### src/pkg/fcsl_map.vh
// Constants for the flash command and status host controller
`ifndef FCSL_MAP_VH
`define FCSL_MAP_VH
// =====================================
// Command codes
`define FCSL_CMD_READ_ARRAY 8'hff
`define FCSL_CMD_READ_STATUS 8'h70
`define FCSL_CMD_CLEAR_STATUS 8'h50
`define FCSL_CMD_ERASE_SETUP 8'h20
`define FCSL_CMD_CONFIRM 8'hd0
`define FCSL_CMD_PROGRAM_SETUP 8'h40
`define FCSL_CMD_BUFFER_SETUP 8'he8
`define FCSL_CMD_SUSPEND 8'hb0
// =====================================
// Operation codes on op_code_i
`define FCSL_OP_READ_STATUS 3'h0
`define FCSL_OP_CLEAR_STATUS 3'h1
`define FCSL_OP_ERASE 3'h2
`define FCSL_OP_PROGRAM 3'h3
`define FCSL_OP_BUFFER 3'h4
`define FCSL_OP_SUSPEND 3'h5
`define FCSL_OP_RESUME 3'h6
`define FCSL_OP_READ_ARRAY 3'h7
// =====================================
// Status bit positions
`define FCSL_SR_READY 7
`define FCSL_SR_ERASE_SUSP 6
`define FCSL_SR_ERASE_ERR 5
`define FCSL_SR_PROG_ERR 4
`define FCSL_SR_LOW_VOLT 3
`define FCSL_SR_PROG_SUSP 2
`define FCSL_SR_LOCKED 1
`define FCSL_XSR_AVAIL 7
// =====================================
// Bus timing in ns and cycles at 10 ns
`define FCSL_CLK_NS 10
`define FCSL_T_WRITE_NS 70
`define FCSL_T_READ_NS 120
`define FCSL_T_HIGH_NS 30
`define FCSL_WRITE_CYC ((`FCSL_T_WRITE_NS + `FCSL_CLK_NS - 1) / `FCSL_CLK_NS)
`define FCSL_READ_CYC ((`FCSL_T_READ_NS + `FCSL_CLK_NS - 1) / `FCSL_CLK_NS)
`define FCSL_HIGH_CYC ((`FCSL_T_HIGH_NS + `FCSL_CLK_NS - 1) / `FCSL_CLK_NS)
`endif

### src/fcsl_bus_cycle.v
// One asynchronous flash bus cycle, write or read
`timescale 1ns/1ns
`include "fcsl_map.vh"
module fcsl_bus_cycle (
	input wire clk_sys_i,
	input wire rst_b_i,
	input wire start_i,
	input wire write_i,
	input wire [22:0] addr_i,
	input wire [15:0] wdata_i,
	output wire busy_o,
	output reg done_o,
	output reg [15:0] rdata_o,
	output reg chip_select_0_b_o,
	output reg oe_b_o,
	output reg we_b_o,
	output reg [22:0] addr_o,
	output reg [15:0] dq_o,
	output reg dq_oe_o,
	input wire [15:0] dq_i
);
	localparam ST_IDLE = 2'h0;
	localparam ST_STROBE = 2'h1;
	localparam ST_HIGH = 2'h2;
	// Counter loads, cut to the counter width on use
	localparam [31:0] WRITE_LOAD = `FCSL_WRITE_CYC + 2;
	localparam [31:0] READ_LOAD = `FCSL_READ_CYC + 3;
	localparam [31:0] HIGH_LOAD = `FCSL_HIGH_CYC;
	reg [1:0] state_reg;
	reg [3:0] count_reg;
	reg write_reg;
	// Three-stage sampler on the returning data
	reg [15:0] dq_s1_reg, dq_s2_reg, dq_s3_reg;
	// Per-bit filtered data; a bit changes once stages 2 and 3 agree
	reg [15:0] dq_filt_reg;
	assign busy_o = (state_reg != ST_IDLE);
	always @(posedge clk_sys_i or negedge rst_b_i) begin
		if (!rst_b_i) begin
			dq_s1_reg <= 16'h0000;
			dq_s2_reg <= 16'h0000;
			dq_s3_reg <= 16'h0000;
			dq_filt_reg <= 16'h0000;
		end else begin
			dq_s1_reg <= dq_i;
			dq_s2_reg <= dq_s1_reg;
			dq_s3_reg <= dq_s2_reg;
			dq_filt_reg <= (dq_s3_reg & ~(dq_s2_reg ^ dq_s3_reg)) |
				(dq_filt_reg & (dq_s2_reg ^ dq_s3_reg));
		end
	end
	// =====================================
	// Strobe sequencer; strobes released between cycles
	always @(posedge clk_sys_i or negedge rst_b_i) begin
		if (!rst_b_i) begin
			state_reg <= ST_IDLE;
			count_reg <= 4'h0;
			write_reg <= 1'b0;
			done_o <= 1'b0;
			rdata_o <= 16'h0000;
			chip_select_0_b_o <= 1'b1;
			oe_b_o <= 1'b1;
			we_b_o <= 1'b1;
			addr_o <= 23'h000000;
			dq_o <= 16'h0000;
			dq_oe_o <= 1'b0;
		end else begin
			done_o <= 1'b0;
			case (state_reg)
			ST_IDLE: begin
				if (start_i) begin
					write_reg <= write_i;
					addr_o <= addr_i;
					dq_o <= wdata_i;
					dq_oe_o <= write_i;
					chip_select_0_b_o <= 1'b0;
					oe_b_o <= write_i;
					we_b_o <= ~write_i;
					count_reg <= write_i ? WRITE_LOAD[3:0] : READ_LOAD[3:0];
					state_reg <= ST_STROBE;
				end
			end
			ST_STROBE: begin
				if (count_reg == 4'h0) begin
					// Status latched at strobe fall; release so next read updates
					if (!write_reg)
						rdata_o <= dq_filt_reg;
					chip_select_0_b_o <= 1'b1;
					oe_b_o <= 1'b1;
					we_b_o <= 1'b1;
					dq_oe_o <= 1'b0;
					count_reg <= HIGH_LOAD[3:0];
					state_reg <= ST_HIGH;
				end else begin
					count_reg <= count_reg - 4'h1;
				end
			end
			default: begin
				if (count_reg == 4'h0) begin
					done_o <= 1'b1;
					state_reg <= ST_IDLE;
				end else begin
					count_reg <= count_reg - 4'h1;
				end
			end
			endcase
		end
	end
endmodule

### src/fcsl_host.v
// Host controller issuing flash command sequences and polling status
`timescale 1ns/1ns
`include "fcsl_map.vh"
module fcsl_host (
	input wire clk_sys_i,
	input wire rst_b_i,
	input wire op_valid_i,
	output wire op_ready_o,
	input wire [2:0] op_code_i,
	input wire [22:0] op_addr_i,
	input wire [15:0] op_data_i,
	input wire [4:0] buf_count_i,
	output wire buf_data_ready_o,
	input wire buf_data_valid_i,
	input wire [22:0] buf_addr_i,
	input wire [15:0] buf_data_i,
	output reg done_o,
	output reg [7:0] device_status_o,
	output reg [7:0] buffer_status_o,
	output reg err_sequence_o,
	output reg err_program_o,
	output reg err_erase_o,
	output reg err_low_voltage_o,
	output reg err_locked_o,
	output reg refused_o,
	output reg erase_suspended_o,
	output reg program_suspended_o,
	output wire ready_o,
	output wire chip_select_0_b_o,
	output wire oe_b_o,
	output wire we_b_o,
	output wire [22:0] addr_o,
	output wire [15:0] dq_o,
	output wire dq_oe_o,
	input wire [15:0] dq_i,
	input wire status_output_pin_i
);
	localparam ST_IDLE = 4'h0;
	localparam ST_CMD1 = 4'h1;
	localparam ST_CMD2 = 4'h2;
	localparam ST_POLL = 4'h3;
	localparam ST_BUF_POLL = 4'h4;
	localparam ST_BUF_COUNT = 4'h5;
	localparam ST_BUF_DATA = 4'h6;
	localparam ST_BUF_CONF = 4'h7;
	localparam ST_FINISH = 4'h8;
	localparam ST_WAIT = 4'h9;
	reg [3:0] state_reg, ret_reg;
	reg [2:0] op_reg;
	reg [22:0] addr_reg;
	reg [15:0] data_reg;
	reg [4:0] left_reg;
	reg es_reg, ps_reg;
	reg start_reg, write_reg;
	reg [22:0] cyc_addr_reg;
	reg [15:0] cyc_data_reg;
	wire cyc_busy;
	wire cyc_done;
	wire [15:0] cyc_rdata;
	// Status pin through three stages; change once stages 2 and 3 agree
	reg sts_s1_reg, sts_s2_reg, sts_s3_reg, sts_reg;
	// Low byte of status with reserved bits masked
	function [7:0] fcsl_mask_sr;
		input [15:0] raw;
		fcsl_mask_sr = {raw[7:1], 1'b0};
	endfunction
	fcsl_bus_cycle u_cycle (
		.clk_sys_i(clk_sys_i),
		.rst_b_i(rst_b_i),
		.start_i(start_reg),
		.write_i(write_reg),
		.addr_i(cyc_addr_reg),
		.wdata_i(cyc_data_reg),
		.busy_o(cyc_busy),
		.done_o(cyc_done),
		.rdata_o(cyc_rdata),
		.chip_select_0_b_o(chip_select_0_b_o),
		.oe_b_o(oe_b_o),
		.we_b_o(we_b_o),
		.addr_o(addr_o),
		.dq_o(dq_o),
		.dq_oe_o(dq_oe_o),
		.dq_i(dq_i)
	);
	assign op_ready_o = (state_reg == ST_IDLE);
	assign buf_data_ready_o = (state_reg == ST_BUF_DATA) && !cyc_busy && !start_reg;
	assign ready_o = sts_reg;
	// =====================================
	// Status pin sampler
	always @(posedge clk_sys_i or negedge rst_b_i) begin
		if (!rst_b_i) begin
			sts_s1_reg <= 1'b0;
			sts_s2_reg <= 1'b0;
			sts_s3_reg <= 1'b0;
			sts_reg <= 1'b0;
		end else begin
			sts_s1_reg <= status_output_pin_i;
			sts_s2_reg <= sts_s1_reg;
			sts_s3_reg <= sts_s2_reg;
			if (sts_s2_reg == sts_s3_reg)
				sts_reg <= sts_s3_reg;
		end
	end
	// =====================================
	// Command sequencer
	always @(posedge clk_sys_i or negedge rst_b_i) begin
		if (!rst_b_i) begin
			state_reg <= ST_IDLE;
			ret_reg <= ST_IDLE;
			op_reg <= 3'h0;
			addr_reg <= 23'h000000;
			data_reg <= 16'h0000;
			left_reg <= 5'h00;
			es_reg <= 1'b0;
			ps_reg <= 1'b0;
			start_reg <= 1'b0;
			write_reg <= 1'b0;
			cyc_addr_reg <= 23'h000000;
			cyc_data_reg <= 16'h0000;
			done_o <= 1'b0;
			device_status_o <= 8'h00;
			buffer_status_o <= 8'h00;
			err_sequence_o <= 1'b0;
			err_program_o <= 1'b0;
			err_erase_o <= 1'b0;
			err_low_voltage_o <= 1'b0;
			err_locked_o <= 1'b0;
			refused_o <= 1'b0;
			erase_suspended_o <= 1'b0;
			program_suspended_o <= 1'b0;
		end else begin
			start_reg <= 1'b0;
			done_o <= 1'b0;
			refused_o <= 1'b0;
			case (state_reg)
			ST_IDLE: begin
				if (op_valid_i) begin
					op_reg <= op_code_i;
					addr_reg <= op_addr_i;
					data_reg <= op_data_i;
					left_reg <= buf_count_i;
					cyc_addr_reg <= op_addr_i;
					write_reg <= 1'b1;
					state_reg <= ST_CMD1;
					start_reg <= 1'b1;
					case (op_code_i)
					`FCSL_OP_READ_STATUS: cyc_data_reg <= {8'h00, `FCSL_CMD_READ_STATUS};
					`FCSL_OP_CLEAR_STATUS: cyc_data_reg <= {8'h00, `FCSL_CMD_CLEAR_STATUS};
					`FCSL_OP_ERASE: cyc_data_reg <= {8'h00, `FCSL_CMD_ERASE_SETUP};
					`FCSL_OP_PROGRAM: cyc_data_reg <= {8'h00, `FCSL_CMD_PROGRAM_SETUP};
					`FCSL_OP_BUFFER: cyc_data_reg <= {8'h00, `FCSL_CMD_BUFFER_SETUP};
					`FCSL_OP_SUSPEND: cyc_data_reg <= {8'h00, `FCSL_CMD_SUSPEND};
					`FCSL_OP_RESUME: cyc_data_reg <= {8'h00, `FCSL_CMD_CONFIRM};
					default: cyc_data_reg <= {8'h00, `FCSL_CMD_READ_ARRAY};
					endcase
					// Erase and buffer setup not offered while suspended
					if ((es_reg || ps_reg) && (op_code_i == `FCSL_OP_ERASE ||
						op_code_i == `FCSL_OP_BUFFER || op_code_i == `FCSL_OP_SUSPEND)) begin
						refused_o <= 1'b1;
						start_reg <= 1'b0;
						done_o <= 1'b1;
						state_reg <= ST_IDLE;
					end else if (op_code_i == `FCSL_OP_BUFFER &&
						(device_status_o[`FCSL_SR_PROG_ERR] ||
						device_status_o[`FCSL_SR_ERASE_ERR])) begin
						refused_o <= 1'b1;
						start_reg <= 1'b0;
						done_o <= 1'b1;
						state_reg <= ST_IDLE;
					end else if (op_code_i == `FCSL_OP_RESUME && !es_reg && !ps_reg) begin
						refused_o <= 1'b1;
						start_reg <= 1'b0;
						done_o <= 1'b1;
						state_reg <= ST_IDLE;
					end else if (op_code_i == `FCSL_OP_PROGRAM && ps_reg) begin
						refused_o <= 1'b1;
						start_reg <= 1'b0;
						done_o <= 1'b1;
						state_reg <= ST_IDLE;
					end
				end
			end
			ST_CMD1: begin
				if (cyc_done) begin
					if (op_reg == `FCSL_OP_ERASE) begin
						cyc_data_reg <= {8'h00, `FCSL_CMD_CONFIRM};
						state_reg <= ST_CMD2;
						start_reg <= 1'b1;
					end else if (op_reg == `FCSL_OP_PROGRAM) begin
						cyc_data_reg <= data_reg;
						state_reg <= ST_CMD2;
						start_reg <= 1'b1;
					end else if (op_reg == `FCSL_OP_BUFFER) begin
						write_reg <= 1'b0;
						state_reg <= ST_BUF_POLL;
						start_reg <= 1'b1;
					end else if (op_reg == `FCSL_OP_CLEAR_STATUS) begin
						device_status_o <= 8'h80;
						err_sequence_o <= 1'b0;
						err_program_o <= 1'b0;
						err_erase_o <= 1'b0;
						err_low_voltage_o <= 1'b0;
						err_locked_o <= 1'b0;
						state_reg <= ST_FINISH;
					end else if (op_reg == `FCSL_OP_READ_ARRAY) begin
						state_reg <= ST_FINISH;
					end else begin
						state_reg <= ST_CMD2;
					end
				end
			end
			ST_CMD2: begin
				// Poll status after every command except clear status and read array; device is in status mode
				if (!cyc_busy && !start_reg) begin
					write_reg <= 1'b0;
					start_reg <= 1'b1;
					state_reg <= ST_POLL;
				end
			end
			ST_POLL: begin
				if (cyc_done) begin
					device_status_o <= fcsl_mask_sr(cyc_rdata);
					// Only bit 7 tells completion; low bits invalid while busy
					if (!cyc_rdata[`FCSL_SR_READY]) begin
						state_reg <= ST_WAIT;
						ret_reg <= ST_POLL;
					end else begin
						// Error decode
						err_sequence_o <= cyc_rdata[`FCSL_SR_ERASE_ERR] &
							cyc_rdata[`FCSL_SR_PROG_ERR];
						err_erase_o <= cyc_rdata[`FCSL_SR_ERASE_ERR];
						err_program_o <= cyc_rdata[`FCSL_SR_PROG_ERR];
						err_low_voltage_o <= cyc_rdata[`FCSL_SR_LOW_VOLT];
						err_locked_o <= cyc_rdata[`FCSL_SR_LOCKED];
						// Suspend state from bits 6 and 2
						if (op_reg == `FCSL_OP_SUSPEND || op_reg == `FCSL_OP_RESUME) begin
							es_reg <= cyc_rdata[`FCSL_SR_ERASE_SUSP];
							ps_reg <= cyc_rdata[`FCSL_SR_PROG_SUSP];
							erase_suspended_o <= cyc_rdata[`FCSL_SR_ERASE_SUSP];
							program_suspended_o <= cyc_rdata[`FCSL_SR_PROG_SUSP];
						end
						state_reg <= ST_FINISH;
					end
				end
			end
			ST_WAIT: begin
				// Strobes high between reads so status relatches
				if (!cyc_busy && !start_reg) begin
					start_reg <= 1'b1;
					state_reg <= ret_reg;
				end
			end
			ST_BUF_POLL: begin
				if (cyc_done) begin
					buffer_status_o <= {cyc_rdata[`FCSL_XSR_AVAIL], 7'h00};
					if (cyc_rdata[`FCSL_XSR_AVAIL]) begin
						write_reg <= 1'b1;
						cyc_addr_reg <= addr_reg;
						cyc_data_reg <= {11'h000, left_reg - 5'h01};
						start_reg <= 1'b1;
						state_reg <= ST_BUF_COUNT;
					end else begin
						cyc_data_reg <= {8'h00, `FCSL_CMD_BUFFER_SETUP};
						write_reg <= 1'b1;
						start_reg <= 1'b1;
						state_reg <= ST_CMD1;
					end
				end
			end
			ST_BUF_COUNT: begin
				if (cyc_done)
					state_reg <= ST_BUF_DATA;
			end
			ST_BUF_DATA: begin
				if (buf_data_valid_i && buf_data_ready_o) begin
					cyc_addr_reg <= buf_addr_i;
					cyc_data_reg <= buf_data_i;
					start_reg <= 1'b1;
					left_reg <= left_reg - 5'h01;
					if (left_reg == 5'h01)
						state_reg <= ST_BUF_CONF;
				end
			end
			ST_BUF_CONF: begin
				if (!cyc_busy && !start_reg) begin
					cyc_addr_reg <= addr_reg;
					cyc_data_reg <= {8'h00, `FCSL_CMD_CONFIRM};
					start_reg <= 1'b1;
					state_reg <= ST_CMD2;
				end
			end
			default: begin
				done_o <= 1'b1;
				state_reg <= ST_IDLE;
			end
			endcase
		end
	end
endmodule

### config.mk
export PLATFORM = sky130hd
export DESIGN_NAME = fcsl_host
export DESIGN_NICKNAME = d
export VERILOG_FILES = /design/src/fcsl_bus_cycle.v /design/src/fcsl_host.v
export VERILOG_INCLUDE_DIRS = /design/src /design/src/pkg
export SDC_FILE = /design/constraint.sdc
export NUM_CORES = 1
export LEC_CHECK = 0
export BUFFER_PORTS_ARGS = -buffer_cell sky130_fd_sc_hd__buf_2
export CORE_MARGIN = 3
export CORE_UTILIZATION = 35
export CTS_CLUSTER_SIZE = 40
export DETAILED_ROUTE_END_ITERATION = 10
export PLACE_DENSITY_LB_ADDON = 0.3
export SLEW_MARGIN = 15
export SYNTH_ARGS = -nofsm -noshare
export SYNTH_HDL_FRONTEND = slang
export SYNTH_SLANG_ARGS = --single-unit
### constraint.sdc
create_clock -name clk_sys_i -period 2 [get_ports clk_sys_i]
set_input_delay 0.4 -clock clk_sys_i [delete_from_list [all_inputs] [get_ports clk_sys_i]]
set_output_delay 0.4 -clock clk_sys_i [all_outputs]
set_load 0.01 [all_outputs]
# Word level (Yosys, flattened, before mapping)
# Index checks and enable logic that the tools add are counted.
# totals
ff_bits,238
latch_bits,0
mem_bits_rw,0
romBits,0
inputBits,107
output_inout_bits,71
elab_cells,261
memories,0
# classes
addsub,2
mul,0
div,0
n_lt_le_gt_ge,0
n_eq_ne,45
shifts,0
mux,116
bitwise_logic,9
n_reduce_logical,49
# op_table
operator,n
$mux 23,5
$mux 16,7
$pmux 23 s4,1
$pmux 16 s5,1
$mux 4,18
$mux 8,7
$pmux 8 s7,1
$mux 1,52
$pmux 4 s9,1
$and 16x16->16,2
$eq 3x3->1 const B,7
$ne 2x2->1 const B,10
$pmux 1 s2,10
$ne 2x1->1 const B,9
$eq 4x3->1 const B,4
$not 16->16,1
$or 16x16->16,1
$pmux 8 s2,1
$reduce_and 8->1,2
$xor 16x16->16,1
$reduce_and 3->1,5
$reduce_and 7->1,2
$eq 3x2->1 const B,4
$mux 5,2
35 further kinds,67

# Logic depth before layout (Yosys ltp)
# Gate-level depths: netlist of the first run.
# logic_depth
ltp_word,8
ltp_mapped,8

# By module
# Synthesis of the first run repeated with hierarchy kept, for this count alone.
# hier_totals
hier_cells,953
area_unflattened_um2,10199.8
# modules_own_cells
module,instances,cells_per_inst,area_per_inst_um2,seq_area_each_um2
fcsl_host,1,617,5740.5,2852.7
fcsl_bus_cycle,1,336,4459.3,3281.9

# Worst setup path before layout of the first run
# OpenSTA, ideal clock, no wires.
# synth_timing
path_type,flip-flop to flip-flop
from,reg state_reg[2]
to,reg addr_reg[10]
arrival_time_ns,1.792
required_ns,1.875
slack_ns,0.084
path_stages_with_launch,7
n_path_buf,3
period_less_slack_ns,1.916
path_cell_list,dfrtp_1 > buf_4 > nor4_2 > and2_1 > buf_4 > buf_2 > mux2_2
# synth_via
elab_chain_cells,2
# synth_lines
element,line,text
from (decl),fcsl_host.v:48,"reg [3:0] state_reg, ret_reg;"
from (signal assigned),fcsl_host.v:250,state_reg <= ret_reg;
$logic_not 4->1,--,
via op_ready_o,fcsl_host.v:8,"output wire op_ready_o,"
$reduce_and 2->1 (no source line),--,
to (signal assigned),fcsl_host.v:139,addr_reg <= op_addr_i;
to (decl),fcsl_host.v:50,reg [22:0] addr_reg;
# The timed path passes the listed nets, and every way through them passes these cells.
# A chain may end at the register's enable or synchronous reset.

# Final worst setup path of the first run
# layout_timing
from,reg u_cycle.state_reg[1]
to,out buf_data_ready_o
# layout_via
elab_chain_cells,4
# layout_lines
element,line,text
from (decl),fcsl_bus_cycle.v:29,reg [1:0] state_reg;
from (signal assigned),fcsl_bus_cycle.v:55,state_reg <= ST_IDLE;
from (signal assigned),fcsl_bus_cycle.v:79,state_reg <= ST_STROBE;
from (signal assigned),fcsl_bus_cycle.v:92,state_reg <= ST_HIGH;
$reduce_bool 2->1,fcsl_bus_cycle.v:36,assign busy_o = (state_reg != ST_IDLE);
$logic_not 1->1,fcsl_host.v:86,assign buf_data_ready_o = (state_reg == ST_BUF_DATA) && !cyc_busy && !start_reg;
$logic_and 1x1->1 (2 in series),fcsl_host.v:86,
to (decl),fcsl_host.v:13,"output wire buf_data_ready_o,"
# Every way passes these cells.

==> flow_summary.json, run 1 <==
{
  "grt_max_degree": 57,
  "syn_area_per_cell_um2": 10.1,
  "yosys_warnings": 0,
  "crit_fanout": 9,
  "period_share": 0.991,
  "crit_type": "flip-flop to primary output",
  "p_leak_nw": 5.43,
  "crit_cells": 3,
  "drtPass1Iterations": 5,
  "grt_use_total": 0.180,
  "clockBufferDepth": 2,
  "start_util": 0.361,
  "rows": 58,
  "hold_class": "input port to flip-flop",
  "cts_buffers": 17,
  "cts_tree": "done",
  "met2_length_mm": 11.9,
  "netlist_area_mm2": 0.00923,
  "slowest_stage": "dfrtp_2",
  "outcome": "completed",
  "cp-end-kind": "primary output",
  "path_cells": "or3_4, nor2_4, buf_4",
  "p_per_area_mw_per_mm2": 1570,
  "utilization": 0.456,
  "reg2reg_depth": 8,
  "required_ps": 1600,
  "drc": 0,
  "fin_skew_ps": 20.6,
  "internal_power_mw": 11.1,
  "synth-edff-count": 0,
  "dieArea_mm2": 0.0283,
  "postRouteAntennaNets": 0,
  "synth_seq_cells": 200,
  "antenna_found_initial": 3,
  "cap_violations": 0,
  "viasPerCell": 5.14,
  "die_width_um": 168,
  "drive_gt1_frac": 0.348,
  "synth_top_area_frac": 0.534,
  "final-setup-viol-count": 0,
  "synth_ff_type": "dfrtp_1",
  "htree_num_levels": 4,
  "vias": 7470,
  "ir_drop_mv": 0.547,
  "grt_pass1_vias": 7449,
  "dp_hpwl_mm": 17.6,
  "timing_hold_violations_final": 0,
  "port_buffers": 160,
  "die_y_um": 168,
  "switching_share": 0.394,
  "p_clk_frac": 0.195,
  "async_flop_share": 1.00,
  "gp_congestion": 0.850,
  "p_sw_mw": 7.22,
  "drt-total-wl_mm": 25.4,
  "fmax_mhz": 504,
  "min_path_cells": 1,
  "grt_pass1_wl_mm": 40.7,
  "path_buf_inv": 1,
  "rsz0062_at_grt": "yes",
  "post-route-min-period_ps": 1980,
  "synth_cell_type_count": 74,
  "start_kind": "flip-flop",
  "synthCells": 909,
  "fillCellCount": 2444,
  "overflow": 0,
  "whs_ps": 61.8,
  "maxSlewViolCount": 0,
  "layout.nets": 1219,
  "core_area_mm2": 0.0255,
  "drt-met1-wl_mm": 11.6,
  "final_cell_area_mm2": 0.0116,
  "place_area_mm2": 0.0107,
  "pwr-share-seq": 0.358,
  "cp_top_family": "simple AND/OR/NAND/NOR gates",
  "worst_pin_slew_ps": 532,
  "avgRoutedWirePerCell_um": 17.5,
  "clock_sinks": 200,
  "cp.arrival_ps": 1580,
  "area_growth_pct": 26.2,
  "root_buffer": "clkbuf_16",
  "maxSlewHeadroom": 0.645,
  "yosysSeqAreaShare": 0.543,
  "clk_latency_ps": 440,
  "cts.clk_slew.worst_paths_ps": 90,
  "wl_met3_mm": 1.38,
  "ios": 178,
  "drtIter0Drc": 693,
  "synth.area.top_cells": "dfrtp_1, mux2_2, nand2_1",
  "crit_path_max_incr_delay_ps": 470,
  "yosysTopAreaCell": "dfrtp_1",
  "combPwrFrac": 0.447,
  "top_layer": "met5"
}
-- repair_timing --
action | CTS | global route
pin swaps | 1 | 4
resized for setup | 11 | 18
hold buffers | 1 | 0
setup buffers | 14 | 3
cloned | 0 | 0
endpoints found under the setup margin | 4 | 29
endpoints found under the hold margin | 42 | 0
-- power groups by stage --
stage	Clock [mW]	Sequential (mW)	Combinational [mW]
after floorplan	0	6.52	5.02
after global placement	0	6.64	7.57
after detailed placement	0	6.69	7.67
after CTS	3.68	6.56	8.05
after global routing	3.86	6.79	9.06
final	3.57	6.56	8.21
-- metal layers --
metal | vias to the layer above | GRT usage
li1 | 3559 | -
met1 | 3661 | 0.251
met2 | 216 | 0.283
met3 | 32 | 0.0362
met4 | 2 | 0.0580
met5 | - | 0
-- cells in the final DEF (no fill, tap or decap), types with 24 or more instances in the layout --
cell type,instances
nand2_1,191
dfrtp_1,191
buf_2,157
buf_4,69
mux2_2,65
nor2_1,58
o21ai_0,54
o21ai_1,36
nor3_1,27
o221ai_1,24
-- final timing paths --
check                                     start                   end  slack (ps)
max                        u_cycle.state_reg[1]      buf_data_ready_o          20
min                                     dq_i[5]  u_cycle.dq_s1_reg[5]          60
max reg2reg                        state_reg[2]             write_reg          40
min reg2reg                u_cycle.dq_s1_reg[3]  u_cycle.dq_s2_reg[3]         350
max in group asynchronous               rst_b_i         err_program_o         880
min in group asynchronous               rst_b_i  u_cycle.dq_s1_reg[4]         520
-- per-stage QoR --
step | setup TNS (ps) | worst slack [ps] | std cells | power [mW]
global placement | 0 | 29.9 | 1402 | 14.2
finish | 0 | 17.4 | 1454 | 18.3
floorplan | 0 | 83.6 | 916 | 11.5
detailed placement | 0 | 37.6 | 1402 | 14.4
global route | -190 | -58.9 | 1454 | 19.7
CTS | -28.7 | -28.7 | 1449 | 18.3
-- worst register-to-register path, stage by stage (launching register included) --
cell and delay [ps]:
dfrtp_2 450, buf_4 160, buf_4 140, inv_1 80, buf_4 150, a22o_1 130
a21oi_1 70, nor4_1 290, mux2_1 350
-- synth_stat cells (3+ instances only) --
master and count:
dfstp_2 3, and2_1 4, buf_4 11, a31oi_1 4, nand3_1 4, or3_1 4
o211ai_1 5, xnor2_1 7, nand2_1 192, buf_6 3, a22o_1 6, o21ai_1 36
o22ai_1 3, a21oi_1 24, a22oi_1 11, mux2_1 8, inv_2 3, o221ai_1 24
o21ai_0 54, nor2_1 61, a21oi_2 3, dfrtp_1 197, clkbuf_1 30, mux2_2 65
o21a_1 3, inv_1 9, maj3_1 8, ha_1 3, nor3_1 29, nand2b_1 6
nor3b_1 5, buf_2 24, nor2b_1 7
-- kinds of logic after synthesis --
| group | Yosys count | share of synthesized area |
|---|---|---|
| xor gates and xnor gates | 8 | 0.00760 |
| DFF | 200 | 0.543 |
| muxes | 76 | 0.0934 |
| other | 1 | 0.000406 |
| AOI/OAI and AO/OA | 197 | 0.137 |
| and+or+nand+nor | 335 | 0.162 |
| adders and majority gates | 11 | 0.0128 |
| buffers and inverters | 81 | 0.0431 |
-- area by class of cell --
cell class | count | area, um^2 | share of cell area
clock inverter | 15 | 185 | 0.0159
clock buffer | 17 | 425 | 0.0365
tap | 330 | 413 | 0.0355
sequential | 200 | 5020 | 0.431
inverter | 12 | 45.0 | 0.00387
antenna | 2 | 5.00 | 0.000430
timing repair buffer | 243 | 1590 | 0.137
multi-input combinational | 635 | 3960 | 0.340
Power figures use the tool's default switching activity.
==> inputs of run 2 (changes only) <==
- CELL_PAD_IN_SITES_DETAIL_PLACEMENT: unset -> 0
- CELL_PAD_IN_SITES_GLOBAL_PLACEMENT: unset -> 1
- CORE_UTILIZATION: 35 -> 39
==> run 2 against run 1 <==
Effect of this change: final cell count is 2.0% lower; first-iteration DRC count down 44%; highest routed layer unchanged; sequential power about the same; hold slack got worse by 5.3 ps; worst setup slack better by 4.0 ps; sequential share of layout area increased by 0.54 points; wire length down 4.1%; count of clock-buffer cells in the layout unchanged; largest cell class unchanged; total power fell by 1.1%; combinational power is 3.4% lower; register-to-register slack about the same; die area is 9.9% lower.
==> flow_summary.json, run 2 (synthesized netlist as in run 1, its figures left out) <==
{
  "internal_power_mw": 11.0,
  "whs_ps": 56.5,
  "drtPass1Iterations": 4,
  "place_inst": 1379,
  "r2r_start": "state_reg[1]",
  "clk_latency_ps": 430,
  "grt_max_degree": 66,
  "final-setup-viol-count": 0,
  "combPwrFrac": 0.437,
  "postRouteAntennaNets": 0,
  "maxSlewViolCount": 0,
  "dp_hpwl_mm": 16.9,
  "die_y_um": 160,
  "overflow": 0,
  "switching_share": 0.393,
  "cp.arrival_ps": 1580,
  "cts.clk_slew.worst_paths_ps": 90,
  "startpoint": "u_cycle.state_reg[1]",
  "crit_end": "buf_data_ready_o",
  "port_buffers": 160,
  "n_antenna_cell": 0,
  "root_buffer": "clkbuf_16",
  "seq_area_mm2": 0.00501,
  "drive_gt1_frac": 0.334,
  "reg2reg_depth": 7,
  "ir_drop_mv": 0.634,
  "instances_no_fill": 1425,
  "grt_pass1_vias": 7063,
  "pwr-share-seq": 0.363,
  "p_sw_mw": 7.12,
  "gp_congestion": 0.847,
  "timing_hold_violations_final": 0,
  "required_ps": 1600,
  "drt-total-wl_mm": 24.3,
  "cap_violations": 0,
  "r2r_setup_slack_ps": 30,
  "clockBufferDepth": 2,
  "final_common_cell": "dfrtp_1",
  "cp-end-kind": "primary output",
  "start_kind": "flip-flop",
  "crit_type": "flip-flop to primary output",
  "multi_input_area_mm2": 0.00392,
  "grt_use_total": 0.191,
  "layout.nets": 1209,
  "ios": 178,
  "antenna_found_initial": 1,
  "drtIter0Drc": 389,
  "p_leak_nw": 5.36,
  "cts_buffers": 17,
  "die_width_um": 160,
  "fin_skew_ps": 10.9,
  "start_util": 0.403,
  "hold_class": "input port to flip-flop",
  "outcome": "completed",
  "final_cell_mix": "dfrtp_1, nand2_1, buf_2",
  "area_growth_pct": 24.7,
  "setup_ws_ps": 21.4,
  "avgRoutedWirePerCell_um": 17.1,
  "vias": 7252,
  "core_area_mm2": 0.0229,
  "finalPower_mw": 18.1,
  "crit_fanout": 3,
  "rsz0062_at_grt": "yes",
  "preCtsSetupSlack_ps": 48.0,
  "grt_pass1_wl_mm": 38.9,
  "clock_sinks": 200,
  "dieArea_mm2": 0.0255,
  "post-route-min-period_ps": 1980,
  "period_share": 0.989,
  "cts_tree": "done",
  "htree_num_levels": 4,
  "viasPerCell": 5.09,
  "rr_endpoint": "state_reg[1]",
  "fmax_mhz": 505,
  "p_clk_frac": 0.199,
  "p_per_area_mw_per_mm2": 1580,
  "fillCellCount": 2200,
  "rows": 55,
  "drc": 0
}
## run 2: changes by cell type in the layout (fill, tap and decap cells not counted), sizes merged
cell    previous run  this run
buf              241       230
diode              2         0
clkinv             4         3
inv               22        23
clkbuf            18        19
## run 2: routing by layer
metal | wire length (um) | track usage
met5 | 13 | 0
met3 | 1250 | 0.0412
met4 | 372 | 0.0469
met1 | 11400 | 0.271
met2 | 11300 | 0.300
## run 2: area by class of cell
class,instances,share of cell area
clock buffer,17,0.0370
clock inverter,15,0.0176
inverter,12,0.00392
multi-input combinational,635,0.341
sequential,200,0.436
tap,313,0.0341
timing repair buffer,233,0.130
## run 2: metrics by stage
| stage | setup TNS [ps] | cell area, um^2 | util |
|---|---|---|---|
| 6_report | 0 | 11500 | 0.502 |
| 5_1_grt | -92.7 | 11500 | 0.502 |
| 4_1_cts | -14.1 | 11400 | 0.498 |
| 3_5_place_dp | 0 | 10700 | 0.466 |
| 3_3_place_gp | 0 | 10700 | 0.466 |
| 2_1_floorplan | 0 | 9250 | - |
## run 2: how the worst min path moves through the flow
stage	cells after the start	to	slack, ps	start
after detailed placement	1	ready_o	280	rst_b_i
after global routing	1	u_cycle.dq_s1_reg[1]	30	dq_i[1]
after global placement	1	ready_o	290	rst_b_i
after CTS	1	u_cycle.dq_s1_reg[1]	40	dq_i[1]
final	1	u_cycle.dq_s1_reg[3]	60	dq_i[3]
after floorplan	0	async pin	100	rst_b_i
## run 2: worst max-delay path, stage by stage (launching register included)
cell     delay (ps)
dfrtp_2         440
or3_4           440
nor2_4          140
buf_6           130
## run 2: timing repair
action	CTS	global route
buffers inserted	5	8
cloned	0	0
endpoints found under the hold margin	18	0
setup endpoints to repair	2	26
resized for setup	10	8
pin swaps	0	3
hold buffers	1	0
## run 2: power groups by stage
stage               logic [mW]  clock network (mW)  registers (mW)
CTS                       7.78                3.71            6.64
floorplan                 5.02                   0            6.52
global placement          7.50                   0            6.65
detailed placement        7.60                   0            6.70
global route              8.82                3.87            6.82
finish                    7.93                3.61            6.59
